===== src/rtl/imipr_pkg.sv =====
// imipr_pkg: constants and types for the interrupt mask and instruction pointer bank
// assumes byte-wide register space with a separate upper set select
package imipr_pkg;

  localparam int unsigned DATA_W = 8;
  localparam int unsigned LEVELS = 8;
  localparam int unsigned IP_W = 16;

  // register addresses inside the upper register set one
  localparam logic [7:0] ADDR_IP_HIGH = 8'hDA;
  localparam logic [7:0] ADDR_IP_LOW = 8'hDB;
  localparam logic [7:0] ADDR_LEVEL_MASK = 8'hDD;

  // field positions of the pointer halves
  localparam int unsigned IP_HIGH_MSB = 15;
  localparam int unsigned IP_HIGH_LSB = 8;
  localparam int unsigned IP_LOW_MSB = 7;
  localparam int unsigned IP_LOW_LSB = 0;

  // mask bit meaning
  localparam logic MASK_BIT_MASKED = 1'b0;
  localparam logic MASK_BIT_ENABLED = 1'b1;

  // reset values: documented as undefined, held at a known safe value here
  localparam logic [7:0] RESET_IP_HIGH = 8'h00;
  localparam logic [7:0] RESET_IP_LOW = 8'h00;
  localparam logic [7:0] RESET_LEVEL_MASK = 8'h00;
  localparam logic [7:0] RESET_RDATA = 8'h00;
  localparam logic [7:0] UNMAPPED_READ = 8'h00;
  localparam logic [7:0] IDLE_RDATA = 8'h00;

  typedef enum logic [1:0] {
    IMIPR_SEL_NONE = 2'b00,
    IMIPR_SEL_IP_HIGH = 2'b01,
    IMIPR_SEL_IP_LOW = 2'b10,
    IMIPR_SEL_MASK = 2'b11
  } imipr_sel_t;

endpackage


===== src/rtl/imipr_top.sv =====
// imipr_top: interrupt level mask and instruction pointer register bank
// assumes a same-clock register port master and same-clock request sources
//
// Overview of operation
// eight-bit level mask at DDH, set one
// mask bit zero masks, one enables; RW
// masked level requests are never recognized
// pointer high byte register at DAH, set one
// pointer low byte register at DBH, set one
// software initialises all three before use
//
// Added by the designer: the strobed register port.
module imipr_top #(
  parameter int unsigned LEVELS = imipr_pkg::LEVELS
) (
  input wire logic clk,
  input wire logic rst,
  input wire logic ce,
  input wire logic [7:0] reg_addr,
  input wire logic reg_upper_register_set_one_sel,
  input wire logic [7:0] reg_wdata,
  input wire logic reg_wr,
  input wire logic reg_rd,
  output logic [7:0] reg_rdata,
  input wire logic [LEVELS-1:0] irq_req,
  input wire logic ip_load,
  input wire logic [15:0] ip_load_value,
  output logic [15:0] ip_value,
  output logic [7:0] interrupt_level_mask,
  output logic [LEVELS-1:0] irq_recognized,
  output logic irq_any
);

  imipr_pkg::imipr_sel_t sel;
  logic wr_ip_high;
  logic wr_ip_low;
  logic wr_mask;
  logic [7:0] ip_high_q;
  logic [7:0] ip_low_q;
  logic [7:0] mask_q;
  logic [7:0] rdata_r;
  logic [7:0] rdata_nxt;

  // decode: the bank only answers inside the upper register set one
  always_comb begin
    sel = imipr_pkg::IMIPR_SEL_NONE;
    if (reg_upper_register_set_one_sel) begin
      unique case (reg_addr)
        imipr_pkg::ADDR_IP_HIGH: begin
          sel = imipr_pkg::IMIPR_SEL_IP_HIGH;
        end
        imipr_pkg::ADDR_IP_LOW: begin
          sel = imipr_pkg::IMIPR_SEL_IP_LOW;
        end
        imipr_pkg::ADDR_LEVEL_MASK: begin
          sel = imipr_pkg::IMIPR_SEL_MASK;
        end
        default: begin
          sel = imipr_pkg::IMIPR_SEL_NONE;
        end
      endcase
    end
  end

  assign wr_ip_high = reg_wr && (sel == imipr_pkg::IMIPR_SEL_IP_HIGH);
  assign wr_ip_low = reg_wr && (sel == imipr_pkg::IMIPR_SEL_IP_LOW);
  assign wr_mask = reg_wr && (sel == imipr_pkg::IMIPR_SEL_MASK);

  // pointer halves; the core may load the whole pointer, a byte write wins
  imipr_byte_reg #(
    .WIDTH(8),
    .RESET_VAL(imipr_pkg::RESET_IP_HIGH)
  ) u_ip_high (
    .clk(clk),
    .rst(rst),
    .ce(ce),
    .wr_en(wr_ip_high),
    .wr_data(reg_wdata),
    .ld_en(ip_load),
    .ld_data(ip_load_value[imipr_pkg::IP_HIGH_MSB:imipr_pkg::IP_HIGH_LSB]),
    .q(ip_high_q)
  );

  imipr_byte_reg #(
    .WIDTH(8),
    .RESET_VAL(imipr_pkg::RESET_IP_LOW)
  ) u_ip_low (
    .clk(clk),
    .rst(rst),
    .ce(ce),
    .wr_en(wr_ip_low),
    .wr_data(reg_wdata),
    .ld_en(ip_load),
    .ld_data(ip_load_value[imipr_pkg::IP_LOW_MSB:imipr_pkg::IP_LOW_LSB]),
    .q(ip_low_q)
  );

  // mask has no hardware load: only software changes it
  imipr_byte_reg #(
    .WIDTH(8),
    .RESET_VAL(imipr_pkg::RESET_LEVEL_MASK)
  ) u_mask (
    .clk(clk),
    .rst(rst),
    .ce(ce),
    .wr_en(wr_mask),
    .wr_data(reg_wdata),
    .ld_en(1'b0),
    .ld_data(imipr_pkg::RESET_LEVEL_MASK),
    .q(mask_q)
  );

  // reset forces all levels masked, so stray requests stay hidden until set up
  imipr_level_gate #(
    .LEVELS(LEVELS)
  ) u_gate (
    .clk(clk),
    .rst(rst),
    .ce(ce),
    .req(irq_req),
    .mask(mask_q[LEVELS-1:0]),
    .recognized(irq_recognized),
    .any(irq_any)
  );

  // read data only in the cycle after the strobe, zero otherwise
  always_comb begin
    rdata_nxt = imipr_pkg::IDLE_RDATA;
    if (reg_rd) begin
      unique case (sel)
        imipr_pkg::IMIPR_SEL_IP_HIGH: begin
          rdata_nxt = ip_high_q;
        end
        imipr_pkg::IMIPR_SEL_IP_LOW: begin
          rdata_nxt = ip_low_q;
        end
        imipr_pkg::IMIPR_SEL_MASK: begin
          rdata_nxt = mask_q;
        end
        imipr_pkg::IMIPR_SEL_NONE: begin
          rdata_nxt = imipr_pkg::UNMAPPED_READ;
        end
      endcase
    end
  end

  always_ff @(posedge clk) begin
    if (rst) begin
      rdata_r <= imipr_pkg::RESET_RDATA;
    end else if (ce) begin
      rdata_r <= rdata_nxt;
    end
  end

  assign reg_rdata = rdata_r;
  assign ip_value = {ip_high_q, ip_low_q};
  assign interrupt_level_mask = mask_q;
endmodule


===== src/rtl/imipr_byte_reg.sv =====
// imipr_byte_reg: one software register with an optional hardware load
// assumes write and load come from logic on the same clock
module imipr_byte_reg #(
  parameter int unsigned WIDTH = 8,
  parameter logic [WIDTH-1:0] RESET_VAL = '0
) (
  input wire logic clk,
  input wire logic rst,
  input wire logic ce,
  input wire logic wr_en,
  input wire logic [WIDTH-1:0] wr_data,
  input wire logic ld_en,
  input wire logic [WIDTH-1:0] ld_data,
  output logic [WIDTH-1:0] q
);

  logic [WIDTH-1:0] val_r;
  logic [WIDTH-1:0] val_nxt;

  // software write beats a hardware load in the same cycle
  always_comb begin
    val_nxt = val_r;
    if (wr_en) begin
      val_nxt = wr_data;
    end else if (ld_en) begin
      val_nxt = ld_data;
    end
  end

  always_ff @(posedge clk) begin
    if (rst) begin
      val_r <= RESET_VAL;
    end else if (ce) begin
      val_r <= val_nxt;
    end
  end

  assign q = val_r;

endmodule


===== src/rtl/imipr_level_gate.sv =====
// imipr_level_gate: gates raw interrupt requests by the level mask
// assumes requests are levels from logic on the same clock
module imipr_level_gate #(
  parameter int unsigned LEVELS = 8
) (
  input wire logic clk,
  input wire logic rst,
  input wire logic ce,
  input wire logic [LEVELS-1:0] req,
  input wire logic [LEVELS-1:0] mask,
  output logic [LEVELS-1:0] recognized,
  output logic any
);

  logic [LEVELS-1:0] rec_r;
  logic [LEVELS-1:0] rec_nxt;
  logic any_r;
  logic any_nxt;

  // a clear mask bit hides the level whatever raises it
  always_comb begin
    rec_nxt = req & mask;
    any_nxt = |rec_nxt;
  end

  always_ff @(posedge clk) begin
    if (rst) begin
      rec_r <= '0;
      any_r <= 1'b0;
    end else if (ce) begin
      rec_r <= rec_nxt;
      any_r <= any_nxt;
    end
  end

  assign recognized = rec_r;
  assign any = any_r;

endmodule


===== config.mk =====
export PLATFORM = sky130hd
export DESIGN_NAME = imipr_top
export DESIGN_NICKNAME = d
export VERILOG_FILES = /design/src/rtl/imipr_pkg.sv /design/src/rtl/imipr_top.sv /design/src/rtl/imipr_byte_reg.sv /design/src/rtl/imipr_level_gate.sv
export SDC_FILE = /design/constraint.sdc
export NUM_CORES = 1
export LEC_CHECK = 0
export ABC_AREA = 1
export BUFFER_PORTS_ARGS = -buffer_cell sky130_fd_sc_hd__buf_2
export CAP_MARGIN = 15
export CORE_UTILIZATION = 43
export CTS_CLUSTER_DIAMETER = 40
export CTS_CLUSTER_SIZE = 8
export DETAILED_ROUTE_END_ITERATION = 16
export GPL_ROUTABILITY_DRIVEN = 0
export GPL_TIMING_DRIVEN = 1
export PLACE_DENSITY = 0.76
export SYNTH_ARGS = -nofsm -noshare
export SYNTH_HDL_FRONTEND = slang
export SYNTH_SLANG_ARGS = --single-unit

===== constraint.sdc =====
create_clock -name clk -period 1.22 [get_ports clk]
set_clock_uncertainty 0.15 [all_clocks]
set_input_delay 0.061 -clock clk [delete_from_list [all_inputs] [get_ports clk]]
set_output_delay 0.061 -clock clk [all_outputs]
set_load 0.02 [all_outputs]

# After elaboration in Yosys (flattened, before gate mapping)
# Cells that the tools add are included.
# totals
wordCells	31
mem_bits_ro	0
latchBits	0
reg_bits	41
ram_bits	0
mem_count	0
# classes
n_bitwise	1
n_eq_ne	6
n_shift	0
n_lt_le_gt_ge	0
reduce_logical	10
mux	8
n_addsub	0
n_mul	0
div	0
# ops
op	count
$mux 8	5
$pmux 8 s4	1
$eq 8x8->1 const B	3
$and 8x8->8	1
$reduce_or 8->1	1
$pmux 2 s3	1
$reduce_and 2->1	3
$eq 2x2->1 const B	2
$reduce_bool 2->1	2
$logic_and 1x1->1	3
$eq 2x1->1 const B	1
$logic_not 2->1	1
$mux 2	1

# Depth between registers and ports, before layout
# Gate-level depths: netlist (run 1).
# depth
ltp_word	7
depth_mapped	11
ltp_nobuf	10

# Hierarchy
# A second synthesis (run 1) with hierarchy kept.
# hier_totals
hier_cells	386
area_unflattened_um2	2383.5
# modules_own_cells
module	seq_area_each_um2	n_inst	area_each_um2	cells_each
imipr_byte_reg	160.2	3	457.9	77
imipr_top	160.2	1	655.6	109
imipr_level_gate	180.2	1	354.1	46

# Worst setup path after synthesis (run 1)
# No wires, ideal clock.
# synth_timing
path_kind	input to register
startpoint	input reg_addr[5]
endpoint	register u_ip_high.val_r[5], in the netlist u_ip_high.q[5]
slack_ns	-0.114
setup_ns	0.116
arrival_ns	1.069
stages	10
cell_sequence	inv_1 -> nand2_1 -> nor2_4 -> and2_4 -> nand2_2 -> buf_2 -> nand2_1 -> nand2_1 -> o21ai_0 -> nor2_1
# synth_between
elab_chain_cells	7
elab_cells_between_ends	10
cone_classes	4 x eq/ne; 3 x mux; 3 x reduce/logical
# synth_lines
element	line_no	source
from (decl)	imipr_top.sv:19	input wire logic [7:0] reg_addr,
$eq 8x8->1	imipr_top.sv:48	unique case (reg_addr)
$pmux 2 s3 (*)	imipr_top.sv:48	
$mux 2 (*)	imipr_top.sv:47	if (reg_upper_register_set_one_sel) begin
$eq 2x1->1 (*)	imipr_top.sv:65	assign wr_ip_high = reg_wr && (sel == imipr_pkg::IMIPR_SEL_IP_HIGH);
$logic_and 1x1->1 (*)	imipr_top.sv:65	
$reduce_bool 2->1 (no line)	-	
$reduce_and 2->1 (no line)	-	
to (signal assigned)	imipr_byte_reg.sv:34	val_r <= val_nxt;
to (decl)	imipr_byte_reg.sv:17	logic [WIDTH-1:0] val_r;
# Mark *: on every way between the ends. The rest lies on a longest branch, timed or not.
# A chain may end at the register's enable or synchronous reset.

# Final worst setup path (run 1)
# layout_timing
startpoint	register u_mask.val_r[4], in the netlist u_mask.q[4]
endpoint	output interrupt_level_mask[4]
# layout_rtl
element	line_no	source
from (decl)	imipr_byte_reg.sv:17	
from (signal assigned)	imipr_byte_reg.sv:34	
to (decl)	imipr_top.sv:29	output logic [7:0] interrupt_level_mask,
# No word-level cell between the ends.

==> results of run 1 <==
==> layout make-up <==
type | count | area share
inverters | 28 | 0.0352
repair buffers | 144 | 0.296
clock inverters | 2 | 0.0112
clock buffers | 6 | 0.0247
well taps | 67 | 0.0251
multi-input cells | 234 | 0.362
flip-flops and latches | 41 | 0.246
==> flip-flops by register name, summed over array words and instances, names as in the netlist <==
signal,cells
u_ip_high.q,8
u_ip_low.q,8
reg_rdata,8
u_gate.any,1
u_gate.recognized,8
u_mask.q,8
==> per-layer routing <==
layer / share of wire / global-route usage
met1: 0.41 / 0.346
met5: 0 / 0
met4: 0.030 / 0.118
met3: 0.058 / 0.0569
met2: 0.50 / 0.500
==> through the flow <==
| stage | hold WS [ns] | worst slack [ns] | std cells | instance area, µm² |
|---|---|---|---|---|
| global route | -0.0791 | -0.0148 | 522 | 3350 |
| floorplan | -0.0199 | -0.00433 | 315 | 2180 |
| finish | -0.0868 | 0.0526 | 522 | 3350 |
| global placement | 0.182 | -0.193 | 479 | 2820 |
| CTS | -0.0923 | 0.0210 | 519 | 3260 |
| detailed placement | 0.187 | -0.236 | 479 | 2820 |
==> power by group <==
group / switching [µW] / internal (µW) / total (µW)
registers: 36.9 / 1380 / 1420
clock network: 513 / 666 / 1180
logic: 328 / 260 / 588
==> worst min-delay path by stage <==
stage	end	slack, ns	start
4_1_cts	u_gate.recognized[7]	-0.09	irq_req[7]
5_1_grt	u_gate.recognized[7]	-0.08	irq_req[7]
3_3_place_gp	u_gate.recognized[4]	0.18	irq_req[4]
2_1_floorplan	u_ip_high.q[0]	-0.02	rst
6_report	u_gate.recognized[7]	-0.09	irq_req[7]
3_5_place_dp	u_gate.recognized[4]	0.19	irq_req[4]
==> synthesized netlist by cell type <==
| library cell | count |
|---|---|
| o21ai_1 | 10 |
| nor3_4 | 2 |
| nor2_8 | 1 |
| o21ai_0 | 14 |
| buf_6 | 1 |
| buf_4 | 1 |
| nor2_1 | 33 |
| dfxtp_1 | 41 |
| nand2_4 | 2 |
| nor2_4 | 2 |
| nand3b_1 | 1 |
| clkbuf_1 | 4 |
| buf_2 | 6 |
| and2_4 | 1 |
| clkinv_1 | 2 |
| nand4_1 | 17 |
| nand2_2 | 4 |
| nand3_1 | 12 |
| o211ai_1 | 1 |
| a21oi_1 | 27 |
| inv_1 | 23 |
| inv_2 | 3 |
| nand4_4 | 1 |
| nor2_2 | 1 |
| nand2_1 | 105 |
==> cells by family (layout without fill, tap and decap cells) <==
| logic type | count (synthesis) | in the layout | synth area share |
|---|---|---|---|
| AOI/OAI and AO/OA | 52 | 52 | 0.125 |
| buffers and inverters | 40 | 180 | 0.0803 |
| DFF | 41 | 41 | 0.390 |
| and+or+nand+nor | 182 | 182 | 0.405 |
==> repair_timing <==
item,in CTS,in global routing
endpoints found under the setup margin,0,16
resized for setup,0,16
buffers inserted,0,3
hold endpoints to repair,40,1
==> layout by cell type, fill, tap and decap left out, types with 2 or more instances in the layout <==
cell and count:
inv_2 3, nand2_1 93, nand2_4 7, nand4_1 17, dfxtp_2 2, nor2_4 3, buf_4 22, clkbuf_8 6
buf_2 85, clkinv_1 2, nor2_1 30, dlygate4sd3_1 32, a21oi_1 26, nand2_2 10, o21ai_1 13, o21ai_0 11
nor3_4 2, dfxtp_1 39, inv_6 2, nand3_1 11, inv_1 20, nor2_2 3, buf_12 3
==> results.md, run 1 <==
* Outcome: finished with violations
* Failing checks: design-rule violations, negative hold slack
* Fin. Hold Viols at 1
* Buf+Inv Stages, Crit Path at 1
* Critical path capture point type: output port
* Hpwl dp at 4930 µm
* Largest net degree at the start of global routing at 22
* Fin crit share at 0.957
* Drt wl/cell at 13.7 µm
* Vias in the first global route at between 2000 and 2500
* WL final at 7140 µm
* Total track usage at 0.287
* Synthesized Nets at between 300 and 400
* Site row count at 25
* Vias per std cell at 4.99
* Router iterations before antenna repair at 10
* Slew Limit Fails at 0
* Reg2Reg Depth at 4
* Post-CTS Hold Fix Bufs at 32
* RSZ-0062 raised after global routing: yes
* RR Startpoint: u_mask.q[1]
* Hold crit path type: in2reg
* I/O Buffers at 87
* Clk_lat worst skew at roughly 0.30 ns
* Worst EP required at 1.01 ns
* Peak VDD IR at between 0.6 and 0.7 mV
* CTS Buffer Depth at 2
* Crit-path slowest cell: dfxtp_1
* Chip Width at 71.9 µm
* CP Capture Point: interrupt_level_mask[4]
* Mapped cell area at 0.00210 mm²
* Syn avg cell area at 6.68 µm²
* Synth warnings at 0
* Worst-path clk slew at about 0.080 ns
* Relative slew slack at 0.799
* DR vias at 2607
* Critical path's largest stage delay at around 0.44 ns
* Unique masters post-synth at 25
* Global-route wire length before repair at 11200 µm
* Initial antenna violation count at 0
* Maxcap violations at 0
* Setup TNS at 0 ns
* Area of the multi-input gates at around 0.0012 mm²
* TritonCTS Buffers at 5
* Worst Setup Path Type: reg2out
* PwrDens at 953 mW/mm²
* Hold WS at -0.0868 ns
* Total power at approximately 3200 µW
* Clock Tree Root: clkbuf_8
* CP startpoint kind: flop
* H-tree Lvls at 2
* Setup violations, final at 0
* Synth Instances at 315
* Die Footprint at 0.00517 mm²
* Kind of cell adding the most delay to the critical path: flip-flops
* Max Clock Freq at 857 MHz
* Share of the synthesized area in the top cell type at 0.390
* GRT Residual Overflow at 0
* Largest cells by area after synthesis: dfxtp_1, nand2_1, a21oi_1, nor2_1, nand4_1
* Syn-to-layout area delta at 59.1%
* # DRC at 2
* Worst path depth at 1
* Core area at 0.00472 mm²
* Fill cells at 387
* Nets at 501
* ANT cells at 0
* Area leader, netlist: dfxtp_1
* R2r setup slk at 0.10 ns
* #FFs+latches synth at 41
* Hold Path Depth at 3
* Worst R2R End: u_gate.any
* Measured slew at the worst slew-check pin at 0.299 ns
* Worst-path cell chain: buf_2
* Critical Path AT at between 0.9 and 1 ns
* Maximum fanout along the worst path at 5
* Clock Sink Count at 41
* TritonCTS clock tree: yes
* Final core occ at 0.708
* Reg area at 823 µm²
* Initial drt markers at between 150 and 200
* I/O pins at 88
* Share of post-route cells with drive strength above 1 at 0.349
* Crit path launch: u_mask.q[4]
* Leak Pwr at approximately 0.0017 µW
* Initial Util at 0.445
* Tmin final at approximately 1.2 ns
* Post-DRT Antenna Nets at 0
* Sequential cell area fraction in the yosys report at 0.390
* Die Y at 71.9 µm
(Power assumes the default switching activity.)
==> inputs of run 2 (changes only) <==
Settings changed: MAX_ROUTING_LAYER set to met4.
==> run 2 against run 1 <==
  * The run still ends with design-rule violations, negative hold slack left
  * Non-clock buffer count did not move
  * Maximum frequency down 0.29%
  * Utilization did not move
  * Critical path depth stayed put
  * Combinational power about the same
  * Critical endpoint unchanged
  * Clock power about the same
  * Via count shrank 0.92%
  * Cell area unchanged
==> results.md, run 2 (synthesis gave the netlist of run 1 again) <==
* Post-DRT Antenna Nets at 0
* Final setup margin at 0.0492 ns
* Buf+Inv Stages, Crit Path at 1
* Max Clock Freq at 854 MHz
* Sw power at around 890 µW
* Total track usage at 0.296
* Total power at 3200 µW
* Measured slew at the worst slew-check pin at around 0.31 ns
* Tmin final at 1.17 ns
* Internal power at 2310 µW
* Drt wl/cell at 13.6 µm
* Hpwl dp at about 4900 µm
* Place WS at -0.236 ns
* Core area at 0.00472 mm²
* Nets at 501
* RSZ-0062 raised after global routing: yes
* Syn-to-layout area delta at 59.1%
* Slew Limit Fails at 0
* Min-delay src: irq_req[7]
* Clock Tree Root: clkbuf_8
* Fin crit share at 0.960
* Router iterations before antenna repair at 10
* Die Footprint at 0.00517 mm²
* Worst EP required at 1.01 ns
* Peak VDD IR at 0.660 mV
* Largest net degree at the start of global routing at 22
* RR Startpoint: u_mask.q[1]
* WL final at 7100 µm
* CP startpoint kind: flop
* Clock share of power at 0.372
* Initial Util at 0.445
* Fin. Hold Viols at 1
* R2r setup slk at around 0.10 ns
* Hold crit path type: in2reg
* Site row count at 25
* Worst-path cell chain: buf_2
* I/O pins at 88
* DR vias at 2583
* Die Y at 71.9 µm
* Worst Setup Path Type: reg2out
* # DRC at 2
* GRT Residual Overflow at 0
* TritonCTS Buffers at 5
* Seq pwr share at 0.444
* Clock Sink Count at 41
* PwrDens at 955 mW/mm²
* Post-CTS Hold Fix Bufs at 32
* H-tree Lvls at 2
* Outcome: finished with violations
* TritonCTS clock tree: yes
* Vias in the first global route at 2359
* WHS Endpoint: u_gate.recognized[7]
* Chip Width at 71.9 µm
* Critical path capture point type: output port
* Initial antenna violation count at 0
* Commonest non-fill, non-tap cells in the layout: nand2_1, buf_2, dfxtp_1
* Initial drt markers at 170
* CTS Buffer Depth at 2
* Maxcap violations at 0
* Maximum fanout along the worst path at 5
* Leak Pwr at 0.00170 µW
* Crit-path slowest cell: dfxtp_1
* I/O Buffers at 87
* Worst R2R End: u_gate.any
* Relative slew slack at 0.791
* Clk_lat worst skew at 0.31 ns
* Sw Ratio at 0.277
* Setup violations, final at 0
* Failing checks: design-rule violations, negative hold slack
* Vias per std cell at ~4.9
* Critical Path AT at ~0.96 ns
* Worst-path clk slew at 0.08 ns
* Reg2Reg Depth at 4
* Share of post-route cells with drive strength above 1 at 0.349
* Comb pwr share at 0.184
* Commonest non-fill, non-tap cell in the layout: nand2_1
* Critical path's largest stage delay at 0.44 ns
* ANT cells at 0
* Hold WS at -0.0918 ns
* Global-route wire length before repair at 11200 µm
* Hold Path Depth at 3
* Kind of cell adding the most delay to the critical path: flip-flops
[run 2: cell counts in the layout (fill, tap and decap cells not counted)]
Identical to the previous run, type by type.
[run 2: timing repair]
| item | in CTS | in global routing |
|---|---|---|
| setup endpoints to repair | 0 | 16 |
| setup buffers | 0 | 3 |
| endpoints found under the hold margin | 40 | 1 |
| gates resized for setup | 0 | 16 |
[run 2: worst max-delay path by stage]
stage / startpoint / to / slack [ns] / cells after the start
2_1_floorplan: reg_upper_register_set_one_sel / u_ip_high.q[5] / -0.004 / 9
3_3_place_gp: reg_addr[3] / u_ip_low.q[4] / -0.19 / 11
5_1_grt: reg_addr[3] / u_ip_low.q[5] / -0.02 / 11
4_1_cts: u_mask.q[6] / interrupt_level_mask[6] / 0.02 / 2
3_5_place_dp: reg_addr[0] / u_ip_low.q[4] / -0.24 / 11
6_report: u_mask.q[4] / interrupt_level_mask[4] / 0.05 / 1
[run 2: metal layers]
metal  share of wire  track usage  wire [µm]  up-vias
li1                -            -          -     1303
met1            0.40        0.347       2860     1161
met2            0.50        0.500       3570      104
met3           0.070       0.0569        496       15
met4           0.026        0.118        182        0
met5               0            -          0        -
[run 2: layout make-up]
cell class                      count  area [µm²]
Fill cell                         387        1380
Multi-Input combinational cell    234        1210
Timing Repair Buffer              144         990
Sequential cell                    41         823
Inverter                           28         118
Tap cell                           67        83.8
Clock buffer                        6        82.6
Clock inverter                      2        37.5
[run 2: power by group through the flow]
stage	Sequential (µW)	Combinational, µW	Clock (µW)
finish	1420	588	1190
global route	1430	639	1240
CTS	1420	557	1190
detailed placement	1450	478	0
global placement	1450	466	0
floorplan	1500	216	0
[run 2: metrics by stage]
step                instance area (µm²)  std cells  hold WS, ns  utilization  TNS [ns]
finish                             3350        522      -0.0918        0.708         0
global route                       3350        522      -0.0790        0.708   -0.0271
CTS                                3260        519      -0.0923        0.690         0
detailed placement                 2820        479        0.187        0.597     -6.29
global placement                   2820        479        0.182        0.597     -4.66
floorplan                          2180        315      -0.0199            -   -0.0138
